$ cat src/verilog/boot_decode_consts.vh
// constants for boot strap decode and memory select decode
`ifndef BOOT_DECODE_CONSTS_VH
`define BOOT_DECODE_CONSTS_VH
// boot source codes
`define SRC_INTERNAL 3'h0
`define SRC_EXTERNAL 3'h1
`define SRC_WAIT 3'h2
`define SRC_NOR 3'h3
`define SRC_NAND 3'h4
`define SRC_UNDEF 3'h5
// low strap pair codes
`define LOW_INTERNAL 2'h0
`define LOW_EXTERNAL 2'h2
`define LOW_WAIT 2'h3
// strap patterns: full five-bit NOR and default, nand low three bits
`define PAT_NOR 5'h02
`define PAT_NAND_LOW 3'h6
`define PAT_DEFAULT 5'h02
// nand address cycles base and the value when not nand
`define NAND_CYCLES_BASE 3'h3
`define CYCLES_NONE 3'h0
// strap field positions
`define STRAP_CYCLES 4:3
`define STRAP_LOW3 2:0
`define STRAP_LOW2 1:0
// address windows: inclusive bounds
`define DRAM0_LO 32'h8000_0000
`define DRAM0_HI 32'h8FFF_FFFF
`define DRAM1_LO 32'h9000_0000
`define DRAM1_HI 32'h9FFF_FFFF
`define STATIC0_LO 32'hA000_0000
`define STATIC0_HI 32'hA7FF_FFFF
`define STATIC1_LO 32'hA800_0000
`define STATIC1_HI 32'hAFFF_FFFF
`define NAND_LO 32'hBB00_0000
`define NAND_HI 32'hBB00_11FF
// output levels
`define SEL_OFF 1'b0
`define PATH_32_ON 1'b1
`endif

$ cat src/verilog/strap_sync.v
// two-stage synchroniser for a strap or pin group
`timescale 1ns/1ps
module strap_sync #(
  parameter WIDTH = 5
) (
  input wire mclk,
  input wire reset_n,
  input wire [WIDTH-1:0] async_in,
  output reg [WIDTH-1:0] sync_out
);
  reg [WIDTH-1:0] stage_1;

  // first stage is read only by the second
  always @(posedge mclk)
  begin
    if (!reset_n)
    begin
      stage_1 <= {WIDTH{1'b0}};
      sync_out <= {WIDTH{1'b0}};
    end
    else
    begin
      stage_1 <= async_in;
      sync_out <= stage_1;
    end
  end
endmodule // strap_sync

$ cat src/verilog/boot_select_and_memory_decode.v
// boot strap capture, boot source decode and memory select decode
//
// Contract
// - capture five boot straps during reset
// - low pair: internal, external, or wait
// - 00010 NOR; xx110 NAND, 3 to 6 cycles
// - 0x8xxxxxxx drives dram select 0 once dram_configured is high
// - 0xA0000000 region drives static select 0
// - only NOR and NAND windows bootable
// - unused dram select 1 reused as static 3
// - dram path two 16-bit parts, 32 bit
// - flash write-protect low blocks program/erase
// - eeprom writes only with strap closed
// - 32 KByte eeprom on first i2c port
`timescale 1ns/1ps
`include "boot_decode_consts.vh"
module boot_select_and_memory_decode (
  input wire mclk,
  input wire reset_n,
  input wire [4:0] boot_strap,
  input wire flash_protect_n,
  input wire eeprom_strap_closed,
  input wire [31:0] cpu_addr,
  input wire cpu_valid,
  input wire cpu_write,
  input wire dram_configured,
  output reg [2:0] boot_source,
  output reg [2:0] nand_addr_cycles,
  output reg [4:0] boot_pattern,
  output reg dram_select_0,
  output reg static_select_0,
  output reg static_select_3,
  output reg nand_enable_3,
  output reg nand_window,
  output reg boot_region,
  output reg unmapped,
  output reg flash_write_ok,
  output reg eeprom_write_ok,
  output reg dram_width_32
);
  wire [4:0] strap_s;
  wire flash_protect_s;
  wire eeprom_closed_s;
  reg [2:0] next_source;
  reg [2:0] next_cycles;
  reg hit_dram0;
  reg hit_dram1;
  reg hit_static0;
  reg hit_static1;
  reg hit_nand;

  // ----------------------------------------------------------------
  // pin synchronisers
  // ----------------------------------------------------------------
  // strap flops keep tracking the pins while reset is low, so that
  // capture sees the real straps rather than a cleared synchroniser
  strap_sync #(.WIDTH(5)) u_strap_sync (
    .mclk(mclk),
    .reset_n(1'b1),
    .async_in(boot_strap),
    .sync_out(strap_s)
  );

  strap_sync #(.WIDTH(2)) u_prot_sync (
    .mclk(mclk),
    .reset_n(reset_n),
    .async_in({flash_protect_n, eeprom_strap_closed}),
    .sync_out({flash_protect_s, eeprom_closed_s})
  );

  // ----------------------------------------------------------------
  // boot decode
  // ----------------------------------------------------------------
  // strap pattern to boot source
  function [2:0] decode_source;
    input [4:0] pat;
    begin
      if (pat == `PAT_NOR)
        decode_source = `SRC_NOR;
      else if (pat[`STRAP_LOW3] == `PAT_NAND_LOW)
        decode_source = `SRC_NAND;
      else if (pat[`STRAP_LOW2] == `LOW_INTERNAL)
        decode_source = `SRC_INTERNAL;
      else if (pat[`STRAP_LOW2] == `LOW_EXTERNAL)
        decode_source = `SRC_EXTERNAL;
      else if (pat[`STRAP_LOW2] == `LOW_WAIT)
        decode_source = `SRC_WAIT;
      else
        decode_source = `SRC_UNDEF;
    end
  endfunction

  // nand address cycles: base count plus the two high straps
  function [2:0] nand_cycles;
    input [4:0] pat;
    begin
      // 3, 4, 5 or 6 cycles
      nand_cycles = `NAND_CYCLES_BASE + {1'b0, pat[`STRAP_CYCLES]};
    end
  endfunction

  // inclusive address window compare, shared by every select
  function window_hit;
    input [31:0] addr;
    input [31:0] lo;
    input [31:0] hi;
    begin
      window_hit = (addr >= lo) && (addr <= hi);
    end
  endfunction

  // source and nand cycle count from synchronised straps
  always @*
  begin
    next_source = decode_source(strap_s);
    if (next_source == `SRC_NAND)
      next_cycles = nand_cycles(strap_s);
    else
      next_cycles = `CYCLES_NONE;
  end

  // ----------------------------------------------------------------
  // capture
  // ----------------------------------------------------------------
  // sample while reset is low
  always @(posedge mclk)
  begin
    if (!reset_n)
    begin
      boot_pattern <= strap_s;
      boot_source <= next_source;
      nand_addr_cycles <= next_cycles;
    end
  end

  // ----------------------------------------------------------------
  // address decode
  // ----------------------------------------------------------------
  // window hits from the live request
  always @*
  begin
    hit_dram0 = cpu_valid && window_hit(cpu_addr, `DRAM0_LO, `DRAM0_HI);
    // bank 1 window reused as static 3
    hit_dram1 = cpu_valid && window_hit(cpu_addr, `DRAM1_LO, `DRAM1_HI);
    hit_static0 = cpu_valid && window_hit(cpu_addr, `STATIC0_LO, `STATIC0_HI);
    // shared static select, also the third nand enable
    hit_static1 = cpu_valid && window_hit(cpu_addr, `STATIC1_LO, `STATIC1_HI);
    hit_nand = cpu_valid && window_hit(cpu_addr, `NAND_LO, `NAND_HI);
  end

  // ----------------------------------------------------------------
  // registered memory selects
  // ----------------------------------------------------------------
  // one select per window, one cycle after the request
  always @(posedge mclk)
  begin
    if (!reset_n)
    begin
      dram_select_0 <= `SEL_OFF;
      static_select_0 <= `SEL_OFF;
      static_select_3 <= `SEL_OFF;
      nand_enable_3 <= `SEL_OFF;
      nand_window <= `SEL_OFF;
    end
    else
    begin
      dram_select_0 <= hit_dram0 && dram_configured;
      static_select_0 <= hit_static0;
      // second dram select as static 3
      static_select_3 <= hit_dram1;
      nand_enable_3 <= hit_static1;
      nand_window <= hit_nand;
    end
  end

  // ----------------------------------------------------------------
  // region classification
  // ----------------------------------------------------------------
  // bootable and unmapped flags follow the same request
  always @(posedge mclk)
  begin
    if (!reset_n)
    begin
      boot_region <= `SEL_OFF;
      unmapped <= `SEL_OFF;
    end
    else
    begin
      boot_region <= hit_static0 || hit_nand;
      // valid request that no window claims
      unmapped <= cpu_valid && !(hit_dram0 || hit_dram1 || hit_static0 ||
                  hit_static1 || hit_nand);
    end
  end

  // ----------------------------------------------------------------
  // write protection and fixed path status
  // ----------------------------------------------------------------
  // protect levels come through the pin synchroniser, two cycles late
  always @(posedge mclk)
  begin
    if (!reset_n)
    begin
      flash_write_ok <= `SEL_OFF;
      eeprom_write_ok <= `SEL_OFF;
      dram_width_32 <= `SEL_OFF;
    end
    else
    begin
      flash_write_ok <= hit_static0 && cpu_write && flash_protect_s;
      // eeprom sits on i2c port 1
      eeprom_write_ok <= eeprom_closed_s;
      dram_width_32 <= `PATH_32_ON;
    end
  end
endmodule // boot_select_and_memory_decode

$ cat config.mk
export PLATFORM = sky130hd
export DESIGN_NAME = boot_select_and_memory_decode
export DESIGN_NICKNAME = d
export VERILOG_FILES = /design/src/verilog/strap_sync.v /design/src/verilog/boot_select_and_memory_decode.v
export VERILOG_INCLUDE_DIRS = /design/src /design/src/verilog
export SDC_FILE = /design/constraint.sdc
export NUM_CORES = 1
export LEC_CHECK = 0
export BUFFER_PORTS_ARGS = -buffer_cell sky130_fd_sc_hd__buf_4
export CAP_MARGIN = 10
export CORE_ASPECT_RATIO = 1.5
export CORE_UTILIZATION = 46
export CTS_BUF_LIST = sky130_fd_sc_hd__clkbuf_16
export DETAILED_ROUTE_END_ITERATION = 7
export PLACE_DENSITY = 0.82
export REMOVE_ABC_BUFFERS = 1
export SYNTH_ARGS = -nofsm -noshare
export SYNTH_HDL_FRONTEND = slang
export SYNTH_HIERARCHICAL = 1
export SYNTH_SLANG_ARGS = --single-unit
export TNS_END_PERCENT = 1
$ cat constraint.sdc
create_clock -name mclk -period 3.9 [get_ports mclk]
set_input_delay 0.78 -clock mclk [delete_from_list [all_inputs] [get_ports mclk]]
set_output_delay 0.78 -clock mclk [all_outputs]
set_load 0.01 [all_outputs]
# Yosys cells after proc, flatten, opt, wreduce, memory -nomap -nowiden

Index checks and enable logic that the tools add are counted.

Output and inout bits: 21
Bits of input ports: 44
Logic and storage cells: 60
Bits in registers: 35

Reductions and logical operators: 21
Equality and inequality tests: 5
$lt $le $gt $ge: 10
$add $sub $neg: 1
Multiplexer cells: 6

Operators by type and width:

| operator             | number |
|---|---|
| $ge 32x32->1 const B | 5 |
| $le 32x32->1 const B | 5 |
| $mux 3               | 5 |
| $logic_and 1x1->1    | 14 |
| $eq 3x3->1 const B   | 2 |
| $eq 5x2->1 const B   | 1 |
| $logic_or 1x1->1     | 5 |
| $eq 2x2->1 const B   | 2 |
| $add 2x2->3 const A  | 1 |
| $logic_not 2->1      | 1 |
| $logic_not 1->1      | 1 |
| $mux 1               | 1 |

# Logic depth before layout (Yosys ltp)

Depth in word-level cells: 9
Depth in mapped cells: 5
Gate-level depth less buffers: 5

# By module

The synthesis kept the hierarchy.

Modules (own cells, without submodules):

| module                        | cells an instance | area an instance (sq um) | instances | sequential area each (sq um) |
|---|---|---|---|---|
| boot_select_and_memory_decode | 64                | 832.0                    | 1         | 530.5 |
| strap_sync (u_strap_sync)     | 20                | 262.8                    | 1         | 200.2 |
| strap_sync (u_prot_sync)      | 8                 | 105.1                    | 1         | 80.1 |

# Worst setup path after synthesis

Ideal clock, no wire load.

Path kind: register -> register
From: reg u_strap_sync.sync_out[0]
To: reg nand_addr_cycles[0], data pin
Data arrival time: 1.267 ns
Clock period less this slack: 1.530 ns
Stages on the path, launching flop included: 6
Path buffers: 0
Setup time: 0.264 ns
Slack: 2.370 ns
Required time: 3.636 ns
Cells stage by stage: dfxtp_1 > inv_1 > ha_1 > or3b_1 > a32oi_1 > nor3_1

Longest elaborated chain between the ends: 7
Elaborated cells between the ends (all ways): 11
Those cells by class: 5 x eq/ne; 5 x mux; 1 x reduce/logical

Ends and longest elaborated chain:

| item                          | line                                | source |
|---|---|---|
| from (decl)                   | strap_sync.v:9                      | `output reg [WIDTH-1:0] sync_out` |
| from (signal assigned)        | strap_sync.v:19                     | `sync_out <= {WIDTH{1'b0}};` |
| from (signal assigned)        | strap_sync.v:24                     | `sync_out <= stage_1;` |
| $eq 2x2->1 (no source line)   | -                                   |  |
| $mux 3                        | boot_select_and_memory_decode.v:86  | `` else if (pat[`STRAP_LOW2] == `LOW_WAIT) `` |
| $mux 3                        | boot_select_and_memory_decode.v:84  | `` else if (pat[`STRAP_LOW2] == `LOW_EXTERNAL) `` |
| $mux 3                        | boot_select_and_memory_decode.v:82  | `` else if (pat[`STRAP_LOW2] == `LOW_INTERNAL) `` |
| $mux 3                        | boot_select_and_memory_decode.v:80  | `` else if (pat[`STRAP_LOW3] == `PAT_NAND_LOW) `` |
| $mux 3 *                      | boot_select_and_memory_decode.v:78  | `` if (pat == `PAT_NOR) `` |
| $eq 3x3->1 (no source line) * | -                                   |  |
| to (signal assigned)          | boot_select_and_memory_decode.v:132 | `nand_addr_cycles <= next_cycles;` |
| to (decl)                     | boot_select_and_memory_decode.v:28  | `output reg [2:0] nand_addr_cycles,` |

Every way passes the cells marked *; elsewhere a longest branch is shown, timed or not.
A chain may end at the register's enable or synchronous reset.

# Worst setup path in the final report

From: reg u_strap_sync.sync_out[1]
To: reg nand_addr_cycles[1], data pin

The elaborated chain is that of the path after synthesis.

==> results by group <==
Run status
  – Status: finished, violations left
  – Failing checks: DRC

Power
  – Clock power share: 46.5%
  – VDD IR max: 0.000388 V
  – Psw: 0.163 mW
  – Total power: 0.869 mW
  – PD cells: 473 mW/mm^2
  – Sequential Power Share: 45.8%
  – Leak: 0.841 nW
  – Switching fraction of total power: 18.7%
  – Logic pwr share: 7.8%
  – Power Internal: 0.706 mW

Global routing
  – Vias in the first global route: 867
  – Overall Global Routing Usage: 17.7%
  – Largest net degree at the start of global routing: 12
  – Antenna violations before repair: 0
  – Remaining Overflow, GRT: 0
  – First-pass GRT wire length: 3440 um

Drt
  – Vias per cell: 4.84
  – First-pass DRT Iterations: 6
  – Detailed-route via count: 910
  – Post-route ant nets: 0
  – DR WL/cell: 11.3 um
  – Post-Route WL: 2120 um
  – Drt drc: 3
  – First DRT Iteration DRCs: 21

Clocking
  – CTS root buf: clkbuf_16
  – Level count of the clock H-tree: 2
  – Clk sinks: 35
  – Clk Latency, worst-skew pair: 0.27 ns
  – Cts hold-fix bufs: 0
  – Number of buffers created by CTS: 5
  – CTS Buffer Depth: 2
  – CTS tree: done
  – PostCTS Resize Cnt: 0
  – Setup bufs post-CTS: 0
  – Clock transition at path regs: 0.05 ns

STA
  – Final setup TNS: 0 ns
  – Unrepaired setup endpoints after global routing: no
  – Final hold vios: 0
  – Finish-stage setup viols: 0
  – Tcrit/Tclk final: 42.8%
  – Skew final: 0.00311 ns
  – Slew Limit Fails: 0
  – Achievable frequency: 599 MHz
  – Worst hold slack: 0.425 ns
  – Period minus WS final: 1.67 ns

Synthesis
  – Yosys reg bits: 35
  – Register area share after synthesis: 67.6%
  – Post-synth cell types: 28
  – Syn Area/Cell: 13.0 um^2
  – Synth Cell Area: 0.00120 mm^2
  – Ys Warns: 6
  – Synthesized instance count: 92

Floorplan
  – Die Width: 43.7 um
  – Die Y: 64.6 um
  – Num rows: 22
  – Starting Density: 49.0%
  – Die area: 0.00282 mm^2
  – I/O pins: 65
  – CORE AREA: 0.00245 mm^2

Worst setup path
  – CP max-delay cell: or3b_1
  – Worst-path cell chain: ha_1 > or3b_1 > a32oi_1 > nor3_1
  – Crit start category: register
  – Worst Setup End Kind: register
  – WP buf/inv: 0
  – Critical path launch point: u_strap_sync/sync_out[1]
  – R2R setup slack: 2.23 ns
  – Reg2reg start: u_strap_sync/sync_out[1]
  – R2R depth: 4
  – Worst path required time: 3.92 ns
  – Kind of critical path: reg -> reg
  – CP delay by family, top: simple AND/OR/NAND/NOR gates
  – Crit-path max cell delay: 0.41 ns
  – Crit-path max FO: 4
  – Arrival time at the worst endpoint: 1.69 ns
  – R2r endpoint: nand_addr_cycles[1]

Placement
  – RD Place Congestion: 0.741
  – Dpl hpwl: 1630 um
  – Port bufs: 55
  – Placed Instances: 180

Finish
  – Nets: 211
  – Filler Cell Count: 171
  – N_diodes: 0
  – Fraction of layout cells with a size suffix above 1: 39.0%
  – Fin cells: 188
  – Area grow syn2layout: 53.0%

Hold path
  – Endpoint, Worst Hold: u_prot_sync/sync_out[0]
  – Min-delay worst type: reg -> reg
  – Hold_sp: u_prot_sync/stage_1[0]
  – Worst hold stages: 1

Job
  – Max-cap viol count: 0
power by group through the flow:
stage               sequential (mW)  combinational (mW)  clock [mW]
floorplan                     0.409              0.0180           0
global placement              0.404              0.0649           0
detailed placement            0.405              0.0676           0
CTS                           0.398              0.0679       0.412
global route                  0.399              0.0738       0.428
finish                        0.398              0.0675       0.404
metrics by stage:
| stage | util (%) | cell area, um^2 | worst slack [ns] |
|---|---|---|---|
| final | 74.9 | 1840 | 2.23 |
| after global routing | 74.9 | 1840 | 2.14 |
| after CTS | 74.9 | 1840 | 2.20 |
| after detailed placement | 68.4 | 1680 | 2.18 |
| after global placement | 68.4 | 1680 | 2.21 |
| after floorplan | - | 1230 | 2.37 |
state kept, by name (all words and copies together), names as in the netlist:
| signal | count |
|---|---|
| u_strap_sync/sync_out | 5 |
| dram_width_32 | 1 |
| boot_source | 3 |
| static_select_3 | 1 |
| static_select_0 | 1 |
| u_prot_sync/sync_out | 2 |
| boot_pattern | 5 |
| u_prot_sync/stage_1 | 2 |
| dram_select_0 | 1 |
| flash_write_ok | 1 |
| unmapped | 1 |
| nand_window | 1 |
| nand_enable_3 | 1 |
| boot_region | 1 |
| u_strap_sync/stage_1 | 5 |
| nand_addr_cycles | 3 |
| eeprom_write_ok | 1 |
cell families after synthesis:
kind of cell / Yosys count / synth area share, %
AOI/OAI and AO/OA: 8 / 5.21
and+or+nand+nor: 39 / 21.2
adders and majority gates: 4 / 4.17
other: 1 / 0.313
DFF: 35 / 67.6
buffers and inverters: 5 / 1.56
metal layers:
metal	vias to the layer above	part of all wire, %	global-route usage (%)
li1	455	-	-
met1	418	34	16.0
met2	29	56	29.3
met3	8	5.2	5.29
met4	0	4.9	17.6
met5	-	0	0
worst register-to-register path, delay by kind of cell (launching register included):
kind | cells | cell delay (ns)
flip-flops | 1 | 0.37
AND/OR/NAND/NOR | 2 | 0.50
AO/OA/AOI/OAI | 1 | 0.32
adder cells (fa/ha/maj) | 1 | 0.23
cells in the final DEF (no fill, tap or decap), types with 2 or more instances in the layout:
master,n
and2_1,15
buf_4,55
clkbuf_16,6
conb_1,10
dfxtp_1,24
edfxtp_1,11
ha_1,4
inv_1,5
nand2_1,4
nor3_1,5
nor4_1,2
nor4bb_1,2
o21bai_1,2
cell type report:
type | instances | area (um^2) | share of cell area [%]
clock buffer | 6 | 150 | 8.18
clock inverter | 2 | 8.76 | 0.477
inverter | 5 | 18.8 | 1.02
multi-input combinational | 61 | 404 | 22.0
sequential | 35 | 811 | 44.2
tap | 24 | 30.0 | 1.64
timing repair buffer | 55 | 413 | 22.5
worst max-delay path by stage:
stage                           to  depth (start not counted)
6_report       nand_addr_cycles[1]                          4
5_1_grt        nand_addr_cycles[2]                          4
4_1_cts        nand_addr_cycles[2]                          4
3_5_place_dp        flash_write_ok                          4
3_3_place_gp              unmapped                          4
2_1_floorplan  nand_addr_cycles[0]                          5
cell usage after synthesis:
master / number / share of area [%]
ha_1: 4 / 4.2
inv_1: 5 / 1.6
conb_1: 1 / 0.31
nor4b_2: 1 / 1.3
dfxtp_1: 24 / 40
a32oi_1: 1 / 0.73
nand2b_1: 1 / 0.52
o31a_1: 1 / 0.73
a22o_2: 1 / 0.83
nand3b_1: 1 / 0.63
nand2_1: 4 / 1.3
and3_1: 1 / 0.52
nor3_1: 5 / 2.1
nor4_1: 2 / 1.0
nor2b_1: 1 / 0.52
or3b_1: 1 / 0.73
nor2_1: 1 / 0.31
and4b_1: 1 / 0.83
a21oi_1: 1 / 0.42
nor4bb_1: 2 / 1.7
a22oi_1: 1 / 0.63
edfxtp_1: 11 / 28
nor4b_1: 1 / 0.73
o21a_1: 1 / 0.63
nand4_1: 1 / 0.52
o21bai_1: 2 / 1.3
nand4b_1: 1 / 0.73
and2_1: 15 / 7.8
Note: power is estimated with default switching activity, not from simulation.
